### config.mk
export PLATFORM = sky130hd
export DESIGN_NAME = dpbs_top
export DESIGN_NICKNAME = d
export VERILOG_FILES = /design/src/rtl/dpbs_pkg.sv /design/src/rtl/dpbs_top.sv /design/src/rtl/dpbs_sync.sv
export SDC_FILE = /design/constraint.sdc
export NUM_CORES = 1
export LEC_CHECK = 0
export ABC_AREA = 1
export BUFFER_PORTS_ARGS = -buffer_cell sky130_fd_sc_hd__buf_2
export CAP_MARGIN = 20
export CELL_PAD_IN_SITES_DETAIL_PLACEMENT = 0
export CELL_PAD_IN_SITES_GLOBAL_PLACEMENT = 1
export CORE_MARGIN = 3
export CORE_UTILIZATION = 45
export CTS_CLUSTER_DIAMETER = 40
export CTS_CLUSTER_SIZE = 10
export DETAILED_ROUTE_END_ITERATION = 8
export GPL_TIMING_DRIVEN = 0
export PLACE_DENSITY = 0.95
export SLEW_MARGIN = 5
export SYNTH_ARGS = -nofsm -noshare
export SYNTH_HDL_FRONTEND = slang
export SYNTH_SLANG_ARGS = --single-unit
### constraint.sdc
create_clock -name clk_i -period 15.4 [get_ports clk_i]
set_input_delay 2.31 -clock clk_i [delete_from_list [all_inputs] [get_ports clk_i]]
set_output_delay 2.31 -clock clk_i [all_outputs]
set_load 0.02 [all_outputs]
### src/rtl/dpbs_pkg.sv
// Package for the dual-phase buck sequencer: timing, thresholds, register map.
// Assumes a 20 MHz system clock and analog comparators outside the block.
package dpbs_pkg;
  localparam int CLK_HZ = 20_000_000;
  localparam int OSC_HZ = 300_000;
  localparam int OSC_DIV = CLK_HZ / OSC_HZ;
  localparam int SS_STEPS = 2048;
  localparam logic [11:0] VTOP_MV = 12'h73A;
  localparam logic [11:0] VSTEP_MV = 12'h019;
  localparam logic [11:0] UV_EN_MV = 12'h320;
  localparam logic [4:0] NOLOAD_CODE = 5'h1F;
  localparam int PG_LO_PCT = 90;
  localparam int PG_HI_PCT = 110;
  localparam int OV_PCT = 115;
  localparam int UV_PCT = 60;
  localparam int DUTY_MAX_PCT = 75;

  localparam logic [7:0] ADR_CTRL = 8'h00;
  localparam logic [7:0] ADR_STATUS = 8'h04;
  localparam logic [7:0] ADR_IRQ_STAT = 8'h08;
  localparam logic [7:0] ADR_IRQ_CLR = 8'h0C;
  localparam logic [7:0] ADR_IRQ_EN = 8'h10;
  localparam logic [7:0] ADR_REF = 8'h14;
  localparam logic CTRL_RST = 1'b0;
  localparam logic [5:0] IRQ_EN_RST = 6'h00;

  localparam int EV_PG_RISE = 0;
  localparam int EV_OV = 1;
  localparam int EV_UV = 2;
  localparam int EV_NOLOAD = 3;
  localparam int EV_SUPPLY = 4;
  localparam int EV_INHIBIT = 5;
  localparam int EV_N = 6;

  typedef enum logic [2:0] {ST_OFF, ST_SOFT, ST_RUN, ST_INHIBIT, ST_FAULT, ST_NOLOAD} dpbs_state_t;
endpackage

### src/rtl/dpbs_top.sv
// Sequencer, protection and phase gating of the dual-phase buck controller.
// Assumes comparator levels arrive asynchronously and duty comes from same-clock logic.
//
// Implementation choices: register access over Wishbone and the placing of the registers.
`timescale 1ns/1ps
module dpbs_top import dpbs_pkg::*; #(
  parameter int OSC_DIV_P = OSC_DIV,
  parameter int SS_STEPS_P = SS_STEPS
) (
  input wire logic clk_i,
  input wire logic rst_i,
  input wire logic wb_cyc_i,
  input wire logic wb_stb_i,
  input wire logic wb_we_i,
  input wire logic [7:0] wb_adr_i,
  input wire logic [3:0] wb_sel_i,
  input wire logic [31:0] wb_dat_i,
  output logic [31:0] wb_dat_o,
  output logic wb_ack_o,
  input wire logic vcc_ok_i,
  input wire logic driver_supply_ok_i,
  input wire logic freq_inhibit_fault_pin_i,
  output logic freq_inhibit_fault_pin_o,
  output logic freq_inhibit_fault_pin_oe_o,
  input wire logic [4:0] voltage_select_code_i,
  input wire logic out_over_cmp_i,
  input wire logic out_under_cmp_i,
  input wire logic out_window_cmp_i,
  input wire logic over_current1_i,
  input wire logic over_current2_i,
  input wire logic [7:0] duty_cycles_i,
  input wire logic output_in_range_i,
  output logic output_in_range_o,
  output logic output_in_range_oe_o,
  output logic [11:0] ref_mv_o,
  output logic [11:0] pg_low_mv_o,
  output logic [11:0] pg_high_mv_o,
  output logic [11:0] ov_mv_o,
  output logic [11:0] uv_mv_o,
  output logic upper1_o,
  output logic lower1_o,
  output logic upper2_o,
  output logic lower2_o,
  output logic irq_o
);
  localparam int HALF = OSC_DIV_P / 2;
  localparam int DUTY_MAX = OSC_DIV_P * DUTY_MAX_PCT / 100;

  logic [8:0] cmp_s;
  logic [4:0] code_s;
  logic vcc_s, drv_s, pin_s, ov_s, uv_s, win_s, oc1_s, oc2_s, pg_pin_s;

  dpbs_sync #(.W(9)) u_sync_cmp (
    .clk_i(clk_i),
    .rst_i(rst_i),
    .d_i({vcc_ok_i, driver_supply_ok_i, freq_inhibit_fault_pin_i, out_over_cmp_i,
          out_under_cmp_i, out_window_cmp_i, over_current1_i, over_current2_i, output_in_range_i}),
    .q_o(cmp_s)
  );

  dpbs_sync #(.W(5)) u_sync_code (
    .clk_i(clk_i),
    .rst_i(rst_i),
    .d_i(voltage_select_code_i),
    .q_o(code_s)
  );

  assign {vcc_s, drv_s, pin_s, ov_s, uv_s, win_s, oc1_s, oc2_s, pg_pin_s} = cmp_s;

  // Reference and thresholds from select code
  logic [11:0] target_mv;
  logic [23:0] ramp_prod;
  assign target_mv = (code_s == NOLOAD_CODE) ? 12'h000 :
                     12'(VTOP_MV - 12'(VSTEP_MV * {7'h00, code_s}));

  logic [11:0] ref_mv_reg;
  logic [11:0] ss_cnt_reg;
  assign ramp_prod = 24'(target_mv) * 24'(ss_cnt_reg);

  always_ff @(posedge clk_i) begin
    if (rst_i) begin
      ref_mv_reg <= 12'h000;
      pg_low_mv_o <= 12'h000;
      pg_high_mv_o <= 12'h000;
      ov_mv_o <= 12'h000;
      uv_mv_o <= 12'h000;
    end else begin
      ref_mv_reg <= 12'(ramp_prod / 24'(SS_STEPS_P));
      pg_low_mv_o <= 12'(24'(target_mv) * 24'(PG_LO_PCT) / 24'h000064);
      pg_high_mv_o <= 12'(24'(target_mv) * 24'(PG_HI_PCT) / 24'h000064);
      ov_mv_o <= 12'(24'(target_mv) * 24'(OV_PCT) / 24'h000064);
      uv_mv_o <= 12'(24'(target_mv) * 24'(UV_PCT) / 24'h000064);
    end
  end
  assign ref_mv_o = ref_mv_reg;

  // Oscillator divider, phase 2 counter offset by half a period
  logic [7:0] osc_cnt_reg;
  logic [7:0] ph2_cnt;
  logic osc_tick;
  assign osc_tick = (osc_cnt_reg == 8'(OSC_DIV_P - 1));

  always_ff @(posedge clk_i) begin
    if (rst_i) begin
      osc_cnt_reg <= 8'h00;
    end else if (osc_tick) begin
      osc_cnt_reg <= 8'h00;
    end else begin
      osc_cnt_reg <= osc_cnt_reg + 8'h01;
    end
  end

  assign ph2_cnt = (osc_cnt_reg >= 8'(HALF)) ? 8'(osc_cnt_reg - 8'(HALF)) :
                   8'(osc_cnt_reg + 8'(HALF));

  property p_osc_period;
    @(posedge clk_i) disable iff (rst_i)
      osc_tick |=> (osc_cnt_reg == 8'h00) ##1 (!osc_tick [*6]);
  endproperty
  a_osc_period: assert property (p_osc_period) else $error("oscillator period too short");

  // Sequencer
  dpbs_state_t state_reg, state_next;
  logic ctrl_inh_reg;
  logic ov_lat_reg, uv_lat_reg, noload_reg;
  logic inhibit, uv_en, running;

  assign inhibit = !pin_s || ctrl_inh_reg;
  assign running = (state_reg == ST_SOFT) || (state_reg == ST_RUN);
  assign uv_en = running && (ref_mv_reg >= UV_EN_MV);

  always_comb begin
    state_next = state_reg;
    if (noload_reg) begin
      state_next = ST_NOLOAD;
    end else if (ov_lat_reg || uv_lat_reg) begin
      state_next = ST_FAULT;
    end else if (!vcc_s || !drv_s) begin
      state_next = ST_OFF;
    end else if (inhibit) begin
      state_next = ST_INHIBIT;
    end else begin
      case (state_reg)
        ST_OFF: state_next = ST_SOFT;
        ST_INHIBIT: state_next = ST_SOFT;
        ST_SOFT: begin
          if (osc_tick && ss_cnt_reg == 12'(SS_STEPS_P - 1)) begin
            state_next = ST_RUN;
          end
        end
        ST_RUN: state_next = ST_RUN;
        default: state_next = ST_OFF;
      endcase
    end
  end

  always_ff @(posedge clk_i) begin
    if (rst_i) begin
      state_reg <= ST_OFF;
    end else begin
      state_reg <= state_next;
    end
  end

  // Ramp step counter, one step per oscillator period
  always_ff @(posedge clk_i) begin
    if (rst_i) begin
      ss_cnt_reg <= 12'h000;
    end else if (state_reg != ST_SOFT && state_reg != ST_RUN) begin
      ss_cnt_reg <= 12'h000;
    end else if (state_reg == ST_SOFT && osc_tick) begin
      ss_cnt_reg <= ss_cnt_reg + 12'h001;
    end
  end

  property p_ramp_len;
    @(posedge clk_i) disable iff (rst_i)
      (state_reg == ST_RUN) |-> (ss_cnt_reg == 12'(SS_STEPS_P));
  endproperty
  a_ramp_len: assert property (p_ramp_len) else $error("run reached without full ramp");

  property p_soft_supplies;
    @(posedge clk_i) disable iff (rst_i)
      $rose(state_reg == ST_SOFT) |-> $past(vcc_s) && $past(drv_s);
  endproperty
  a_soft_supplies: assert property (p_soft_supplies) else $error("soft-start without supplies");

  property p_supply_loss;
    @(posedge clk_i) disable iff (rst_i)
      (running && !drv_s && !noload_reg && !ov_lat_reg && !uv_lat_reg) |=> (state_reg == ST_OFF);
  endproperty
  a_supply_loss: assert property (p_supply_loss) else $error("no shutdown on supply loss");

  // Latched protections, cleared only by controller supply loss
  always_ff @(posedge clk_i) begin
    if (rst_i) begin
      ov_lat_reg <= 1'b0;
    end else if (running && ov_s) begin
      ov_lat_reg <= 1'b1;
    end else if (!vcc_s) begin
      ov_lat_reg <= 1'b0;
    end
  end

  always_ff @(posedge clk_i) begin
    if (rst_i) begin
      uv_lat_reg <= 1'b0;
    end else if (uv_en && uv_s) begin
      uv_lat_reg <= 1'b1;
    end else if (!vcc_s) begin
      uv_lat_reg <= 1'b0;
    end
  end

  always_ff @(posedge clk_i) begin
    if (rst_i) begin
      noload_reg <= 1'b0;
    end else if (code_s == NOLOAD_CODE) begin
      noload_reg <= 1'b1;
    end else if (!vcc_s) begin
      noload_reg <= 1'b0;
    end
  end

  property p_uv_gate;
    @(posedge clk_i) disable iff (rst_i)
      $rose(uv_lat_reg) |-> $past(ref_mv_reg) >= UV_EN_MV;
  endproperty
  a_uv_gate: assert property (p_uv_gate) else $error("under-voltage taken below 0.8V");

  property p_noload;
    @(posedge clk_i) disable iff (rst_i)
      (code_s == NOLOAD_CODE) |=> noload_reg ##2 (!upper1_o && !lower1_o && !upper2_o && !lower2_o);
  endproperty
  a_noload: assert property (p_noload) else $error("no-load shutdown missed");

  property p_latch_hold;
    @(posedge clk_i) disable iff (rst_i)
      (ov_lat_reg && vcc_s) |=> ov_lat_reg;
  endproperty
  a_latch_hold: assert property (p_latch_hold) else $error("fault latch cleared early");

  // Phase gates
  logic [7:0] duty_c;
  logic up1, up2;
  assign duty_c = (duty_cycles_i > 8'(DUTY_MAX)) ? 8'(DUTY_MAX) : duty_cycles_i;
  assign up1 = (osc_cnt_reg < duty_c) && !oc1_s;
  assign up2 = (ph2_cnt < duty_c) && !oc2_s;

  always_ff @(posedge clk_i) begin
    if (rst_i) begin
      upper1_o <= 1'b0;
      lower1_o <= 1'b0;
      upper2_o <= 1'b0;
      lower2_o <= 1'b0;
    end else begin
      case (state_reg)
        ST_OFF: begin
          upper1_o <= 1'b0;
          upper2_o <= 1'b0;
          lower1_o <= drv_s;
          lower2_o <= drv_s;
        end
        ST_SOFT, ST_RUN: begin
          upper1_o <= up1;
          lower1_o <= !up1;
          upper2_o <= up2;
          lower2_o <= !up2;
        end
        ST_FAULT: begin
          upper1_o <= 1'b0;
          upper2_o <= 1'b0;
          lower1_o <= ov_lat_reg;
          lower2_o <= ov_lat_reg;
        end
        default: begin
          upper1_o <= 1'b0;
          lower1_o <= 1'b0;
          upper2_o <= 1'b0;
          lower2_o <= 1'b0;
        end
      endcase
    end
  end

  property p_predischarge;
    @(posedge clk_i) disable iff (rst_i)
      (state_reg == ST_OFF && drv_s) |=> (lower1_o && lower2_o && !upper1_o && !upper2_o);
  endproperty
  a_predischarge: assert property (p_predischarge) else $error("no pre-start discharge");

  property p_inhibit_off;
    @(posedge clk_i) disable iff (rst_i)
      (state_reg == ST_INHIBIT) |=> (!upper1_o && !lower1_o && !upper2_o && !lower2_o);
  endproperty
  a_inhibit_off: assert property (p_inhibit_off) else $error("switch on during inhibit");

  property p_ov_crowbar;
    @(posedge clk_i) disable iff (rst_i)
      (running && ov_s && !noload_reg) |-> ##3 (lower1_o && lower2_o && !upper1_o && !upper2_o);
  endproperty
  a_ov_crowbar: assert property (p_ov_crowbar) else $error("over-voltage crowbar missing");

  property p_oc_skip;
    @(posedge clk_i) disable iff (rst_i)
      (state_reg == ST_RUN && state_next == ST_RUN && oc1_s) |=> (!upper1_o && lower1_o);
  endproperty
  a_oc_skip: assert property (p_oc_skip) else $error("over-current cycle not skipped");

  property p_phase_offset;
    @(posedge clk_i) disable iff (rst_i)
      (osc_cnt_reg == 8'h00) |-> (ph2_cnt == 8'(HALF));
  endproperty
  a_phase_offset: assert property (p_phase_offset) else $error("phase offset wrong");

  // Shared pin and power-good open collector
  logic fault_any;
  assign fault_any = ov_lat_reg || uv_lat_reg;

  always_ff @(posedge clk_i) begin
    if (rst_i) begin
      freq_inhibit_fault_pin_oe_o <= 1'b0;
      output_in_range_oe_o <= 1'b1;
    end else begin
      freq_inhibit_fault_pin_oe_o <= fault_any;
      output_in_range_oe_o <= !(state_reg == ST_RUN && win_s);
    end
  end
  assign freq_inhibit_fault_pin_o = freq_inhibit_fault_pin_oe_o;
  assign output_in_range_o = 1'b0;

  property p_fault_pin;
    @(posedge clk_i) disable iff (rst_i)
      $rose(fault_any) |=> (freq_inhibit_fault_pin_oe_o && freq_inhibit_fault_pin_o) [*2];
  endproperty
  a_fault_pin: assert property (p_fault_pin) else $error("fault pin not driven");

  property p_pg_gate;
    @(posedge clk_i) disable iff (rst_i)
      !output_in_range_oe_o |-> $past(state_reg) == ST_RUN && $past(win_s);
  endproperty
  a_pg_gate: assert property (p_pg_gate) else $error("power-good released early");

  property p_target;
    @(posedge clk_i) disable iff (rst_i)
      (code_s != NOLOAD_CODE) |-> (target_mv + VSTEP_MV * {7'h00, code_s} == VTOP_MV) && (ov_mv_o >= pg_high_mv_o);
  endproperty
  a_target: assert property (p_target) else $error("reference or threshold wrong");

  // Interrupt events
  logic [EV_N-1:0] ev, irq_stat_reg, irq_en_reg, clr_mask;
  logic pg_prev_reg;
  assign ev[EV_PG_RISE] = pg_prev_reg && !output_in_range_oe_o;
  assign ev[EV_OV] = running && ov_s && !ov_lat_reg;
  assign ev[EV_UV] = uv_en && uv_s && !uv_lat_reg;
  assign ev[EV_NOLOAD] = (code_s == NOLOAD_CODE) && !noload_reg;
  assign ev[EV_SUPPLY] = running && (!vcc_s || !drv_s);
  assign ev[EV_INHIBIT] = (state_next == ST_INHIBIT) && (state_reg != ST_INHIBIT);

  // Wishbone slave, one wait state
  logic ack_reg, wr_now;
  assign wb_ack_o = ack_reg;
  assign wr_now = wb_cyc_i && wb_stb_i && wb_we_i && ack_reg && wb_sel_i[0];
  assign clr_mask = (wr_now && wb_adr_i == ADR_IRQ_CLR) ? wb_dat_i[EV_N-1:0] : '0;

  always_ff @(posedge clk_i) begin
    if (rst_i) begin
      pg_prev_reg <= 1'b1;
      irq_stat_reg <= '0;
    end else begin
      pg_prev_reg <= output_in_range_oe_o;
      irq_stat_reg <= (irq_stat_reg & ~clr_mask) | ev;
    end
  end

  always_ff @(posedge clk_i) begin
    if (rst_i) begin
      irq_o <= 1'b0;
    end else begin
      irq_o <= |(irq_stat_reg & irq_en_reg);
    end
  end

  always_ff @(posedge clk_i) begin
    if (rst_i) begin
      ctrl_inh_reg <= CTRL_RST;
      irq_en_reg <= IRQ_EN_RST;
    end else if (wr_now && wb_adr_i == ADR_CTRL) begin
      ctrl_inh_reg <= wb_dat_i[0];
    end else if (wr_now && wb_adr_i == ADR_IRQ_EN) begin
      irq_en_reg <= wb_dat_i[EV_N-1:0];
    end
  end

  always_ff @(posedge clk_i) begin
    if (rst_i) begin
      ack_reg <= 1'b0;
      wb_dat_o <= 32'h0000_0000;
    end else begin
      ack_reg <= wb_cyc_i && wb_stb_i && !ack_reg;
      case (wb_adr_i)
        ADR_CTRL: wb_dat_o <= {31'h0000_0000, ctrl_inh_reg};
        ADR_STATUS: wb_dat_o <= {20'h00000, pg_pin_s, pin_s, drv_s, vcc_s, uv_en, noload_reg,
                                 uv_lat_reg, ov_lat_reg, !output_in_range_oe_o, state_reg};
        ADR_IRQ_STAT: wb_dat_o <= {26'h0000000, irq_stat_reg};
        ADR_IRQ_EN: wb_dat_o <= {26'h0000000, irq_en_reg};
        ADR_REF: wb_dat_o <= {4'h0, target_mv, 4'h0, ref_mv_reg};
        default: wb_dat_o <= 32'h0000_0000;
      endcase
    end
  end
endmodule

### src/rtl/dpbs_sync.sv
// Two-flop synchroniser for a bundle of independent levels.
// Assumes each bit is a slow level; bits of a bundle may settle on different edges.
`timescale 1ns/1ps
module dpbs_sync #(
  parameter int W = 1
) (
  input wire logic clk_i,
  input wire logic rst_i,
  input wire logic [W-1:0] d_i,
  output logic [W-1:0] q_o
);
  logic [W-1:0] meta_reg;

  always_ff @(posedge clk_i) begin
    if (rst_i) begin
      meta_reg <= '0;
      q_o <= '0;
    end else begin
      meta_reg <= d_i;
      q_o <= meta_reg;
    end
  end
endmodule

Yosys cells after proc, flatten, opt, wreduce, memory -nomap -nowiden
Index checks and enable logic that the tools add are counted.
{ "op_classes": {"n_addsub": 5, "n_mul": 6, "div": 4, "magnitude_cmp": 5, "n_eq_ne": 19, "n_mux": 17, "bitwise_logic": 6, "reduce_logical": 49} }
{ "ops": {"columns": ["operator", "count"], "rows": [
  ["$pmux 28 s5", 1],
  ["$div 19x7->24 const B", 3],
  ["$mul 12x6->18 const B", 2],
  ["$div 18x7->24 const B", 1],
  ["$logic_and 1x1->1", 23],
  ["$mul 12x12->23", 1],
  ["$mul 12x7->19 const B", 1],
  ["$eq 8x4->1 const B", 2],
  ["$eq 8x5->1 const B", 2],
  ["$lt 8x8->1", 2],
  ["$mul 12x4->16 const B", 1],
  ["$mux 8", 2],
  ["$mux 3", 5],
  ["$logic_not 1->1", 13],
  ["$add 12x1->12 const B", 1],
  ["$and 6x6->6", 2],
  ["$eq 12x11->1 const B", 1],
  ["$ge 12x10->1 const B", 1],
  ["$mux 12", 1],
  ["$sub 11x10->12 const A", 1],
  ["$mul 5x5->10 const A", 1],
  ["$reduce_or 2->1", 5],
  ["$eq 3x2->1 const B", 3],
  ["$pmux 3 s3", 1],
  ["other kinds (24)", 35]
]} }
{ "word_totals": {"regBits": 168, "in_bits": 71, "word_cells": 139} }

Longest topological paths before layout
{ "depth": {"depth_word": 11, "mapped_depth": 116, "ltp_nobuf": 113} }

Hierarchy
A second synthesis with hierarchy kept.
{ "hier_totals": {"cells_unflattened": 3758, "hier_area_um2": 23876.6} }
{ "modules_own_cells": {"columns": ["mod", "instances", "cells_each", "area_each_um2"], "rows": [
  ["dpbs_top", 1, 3671, 23068.4],
  ["dpbs_sync (u_sync_cmp)", 1, 56, 521.8],
  ["dpbs_sync (u_sync_code)", 1, 31, 286.5]
]} }

Worst setup path after synthesis
OpenSTA, ideal clock, no wires.
{ "synth_timing": {"kind": "register to register", "start": "reg u_sync_code.q_o[0]", "end": "reg pg_low_mv_o[0]", "setup_time_ps": 128, "arrival_ps": 13071, "required_ps": 15272, "setup_slack_ps": 2201, "path_stages_with_launch": 102, "n_path_buf": 10, "period_less_slack_ps": 13199, "cell_sequence": "dfxtp_1 -> ha_1 -> ha_1 -> inv_1 -> fa_1 -> ha_1 -> a21oi_1 -> nor2_1 -> nor2_1 -> nor2_1 -> nor2_1 -> inv_1 -> nand2_1 -> nand3_1 -> inv_1 -> clkbuf_1 -> ha_1 -> fa_1 -> (+66 left out) -> nand3_1 -> o21ai_2 -> buf_4 -> nand2_1 -> nand2_1 -> nand2_1 -> nand2_1 -> nand2_1 -> nor2_4 -> nand3_2 -> nor2_2 -> nand2_1 -> nand2_1 -> nand2_1 -> nor2_1 -> nand3_1 -> nor2_1 -> nor2_1"} }
{ "synth_via": {"elab_chain_cells": 5} }
{ "synth_lines": {"columns": ["element", "line_no", "source"], "rows": [
  ["start: declaration", "dpbs_sync.sv:10", "output logic [W-1:0] q_o"],
  ["start signal: assignment", "dpbs_sync.sv:20", "q_o <= meta_reg;"],
  ["$mul 5x5->10", "dpbs_top.sv:74", "12'(VTOP_MV - 12'(VSTEP_MV * {7'h00, code_s}));"],
  ["$sub 11x10->12", "dpbs_top.sv:74", null],
  ["$mux 12 (*)", "dpbs_top.sv:73", "assign target_mv = (code_s == NOLOAD_CODE) ? 12'h000 :"],
  ["$mul 12x6->18 (*)", "dpbs_top.sv:89", "pg_low_mv_o <= 12'(24'(target_mv) * 24'(PG_LO_PCT) / 24'h000064);"],
  ["$div 19x7->24 (*)", "dpbs_top.sv:89", null],
  ["end signal: assignment", "dpbs_top.sv:89", null],
  ["end: declaration", "dpbs_top.sv:36", "output logic [11:0] pg_low_mv_o,"]
]} }
Every way passes the cells marked *; elsewhere a longest branch is shown, timed or not.
A chain may end at the register's enable or synchronous reset.

Worst setup path in the final report
Ends and elaborated chain as after synthesis.

==> flow_metrics.tcl <==
set metrics [dict create \
    status "completed" \
    synth_top_family_by_area "simple AND/OR/NAND/NOR gates" \
    grt_use_total 0.222 \
    wl_per_cell_um 13.7 \
    syn2layout_area_growth_pct 13.0 \
    synthXorXnorAreaFrac 0.0538 \
    hold_buffers 0 \
    crit_required_ns 15.71 \
    drv_cap 0 \
    num_rows 83 \
    rsz0062_at_grt "true" \
    instances_no_fill 4633 \
    ioPinCount 173 \
    numCtsBuffers 17 \
    path_class "reg2reg" \
    avgSynthCellArea_um2 6.36 \
    grt_max_degree 20 \
    crit_path_end_kind "flip-flop" \
    htree_levels 4 \
    crit_slowest_cell "fa_1" \
    vias_per_cell 5.05 \
    finalInstanceArea_um2 26700 \
    worst_ep_arrival_time_ns 14.83 \
    critPathMaxFanout 10 \
    yosys.area_share.simple 0.355 \
    dr.pass1.iters 5 \
    place_area_um2 25300 \
    fin_crit_ns 14.52 \
    routed-via-count 23400 \
    largest_register_ffs 23 \
    setup_violations 0 \
    synthMuxAreaShare 0 \
    clockBufferDepth 2 \
    io_buffers 133 \
    drtAntennaViolNets 0 \
    gp_congestion 0.874 \
    synth-edff-count 0 \
    first_iter_violations 1563 \
    crit_path_max_incr_delay_ns 0.50 \
    overflow 0 \
    ys_async_sr_fraction 0 \
    synth_compound_area_frac 0.0848 \
    timing.setup.tns_ns 0 \
    grt_pass1_vias 21100 \
    hpwl_mm 50.8 \
    synthDistinctLibCells 64 \
    yosysWarnings 0 \
    start_kind "flip-flop" \
    dieHeight_um 235 \
    ys_seq_area_frac 0.135 \
    synth-adder-area-share 0.245 \
    critPathMostFrequentCell "nand2_1" \
    cts_root_buf "clkbuf_16" \
    synthFlopType "dfxtp_1" \
    synth_area_leader_cell "nand2_1" \
    die_w_um 235 \
    fp.coreArea_um2 51700 \
    insertion_delay_ns 0.49 \
    mostFrequentLayoutCells "nand2_1, inv_1, nor2_1, nand3_1, ha_1" \
    synth_top_area_share 0.169 \
    cts_sinks 159 \
    final_nets 4383 \
    cts_tree "built" \
    finalCritPeriodShare 0.943 \
    antennaDiodeCount 0 \
    layout_commonest_cell "nand2_1" \
    hold_slack_ns 0.391 \
    antenna_found_initial 0 \
    synthCells 3722 \
    drv_slew 0 \
    hold_viol 0 \
    worst_pin_slew_ns 1.13 \
    synthTopCellsByArea "nand2_1, dfxtp_1, fa_1" \
    placed_cells 4551 \
    wirelength_mm 63.4 \
    regMostFlops "wb_dat_o" \
    fmax_mhz 68.9 \
    finClkSkew_ns 0.0183 \
    start_util 0.458 \
    drive_above_1_share 0.119 \
    clk_pin_slew_ns 0.08 \
    dieArea_um2 55400 \
    max_slew_margin 0.247 \
    drc 0 \
    hp-class "reg2reg" \
    r2r_slack_ns 0.88 \
    num-fill-cells 5246 \
    ys_seq_elements 159 \
    syn_area_um2 23700 \
    grt_first_pass_wirelength_mm 103 \
]
==> critical path, delay by kind of cell (launching register included) <==
family | cells | cell delay, ns
simple gates | 74 | 7.80
compound gates | 6 | 1.09
buf+inv | 20 | 2.34
fa+ha+maj | 8 | 2.77
flops | 1 | 0.35
==> cells in the mapped netlist, drive strengths merged (3+ instances only) <==
master  count
a221oi      7
xnor2      38
nand3     260
a21boi      5
inv       701
a22oi       5
a21oi     151
clkbuf     36
a31o        3
o21bai      8
nand3b     14
nor4        9
nor2      392
nor3       31
dfxtp     159
a211oi      4
or2         8
o211ai      4
a31oi      10
nand4      86
o21a        7
o21ai     125
o22ai       7
clkinv     11
fa        151
nand2    1110
and2        7
o31ai       7
xor2      103
buf        24
ha        221
nor3b       3
==> layer usage <==
| metal | global-route usage | share of wire | up-vias |
|---|---|---|---|
| met4 | 0.0525 | 0.016 | 0 |
| met2 | 0.372 | 0.47 | 534 |
| li1 | - | - | 12100 |
| met3 | 0.0269 | 0.047 | 59 |
| met5 | 0 | 0 | - |
| met1 | 0.305 | 0.47 | 10700 |
==> stage by stage <==
step / setup slack [ns] / utilization
finish: 0.883 / 0.517
global route: -0.182 / 0.517
CTS: 0.0296 / 0.502
detailed placement: -0.885 / 0.489
global placement: -1.12 / 0.488
floorplan: 2.20 / -
==> logic make-up after synthesis <==
group | after synthesis
AND/OR/NAND/NOR | 1921
buffers and inverters | 772
adder cells (fa/ha/maj) | 372
AO/OA/AOI/OAI | 355
flip-flops | 159
XOR/XNOR | 141
other | 2
==> cell type report <==
| cell class | instances | area [um2] | share of cell area |
|---|---|---|---|
| Multi-Input combinational cell | 2803 | 17900 | 0.669 |
| Sequential cell | 159 | 3180 | 0.119 |
| Inverter | 712 | 2720 | 0.102 |
| Timing Repair Buffer | 191 | 1140 | 0.0425 |
| Tap cell | 680 | 851 | 0.0318 |
| Clock buffer | 17 | 425 | 0.0159 |
| Buffer | 56 | 343 | 0.0128 |
| Clock inverter | 15 | 186 | 0.00697 |
==> timing repair <==
item / 4_1_cts / 5_1_grt
cloned: 0 / 1
endpoints found under the hold margin: 0 / 0
gates resized for setup: 12 / 106
setup buffers: 2 / 51
pin swaps: 0 / 25
setup endpoints to repair: 3 / 9
==> final timing paths <==
kind | startpoint | endpoint | cells after the start
setup / recovery | u_sync_code.q_o[0]$_SDFF_PP0_ | pg_low_mv_o[0]$_SDFF_PP0_ | 108
hold / removal | u_sync_cmp.meta_reg[7]$_SDFF_PP0_ | u_sync_cmp.q_o[7]$_SDFF_PP0_ | 2
setup reg to reg | u_sync_code.q_o[0]$_SDFF_PP0_ | pg_low_mv_o[0]$_SDFF_PP0_ | 108
hold reg to reg | u_sync_cmp.meta_reg[7]$_SDFF_PP0_ | u_sync_cmp.q_o[7]$_SDFF_PP0_ | 2
Power is left out: the tool's default activity adds up to more than one toggle a clock period on the data nets, which glitch-free logic cannot reach.
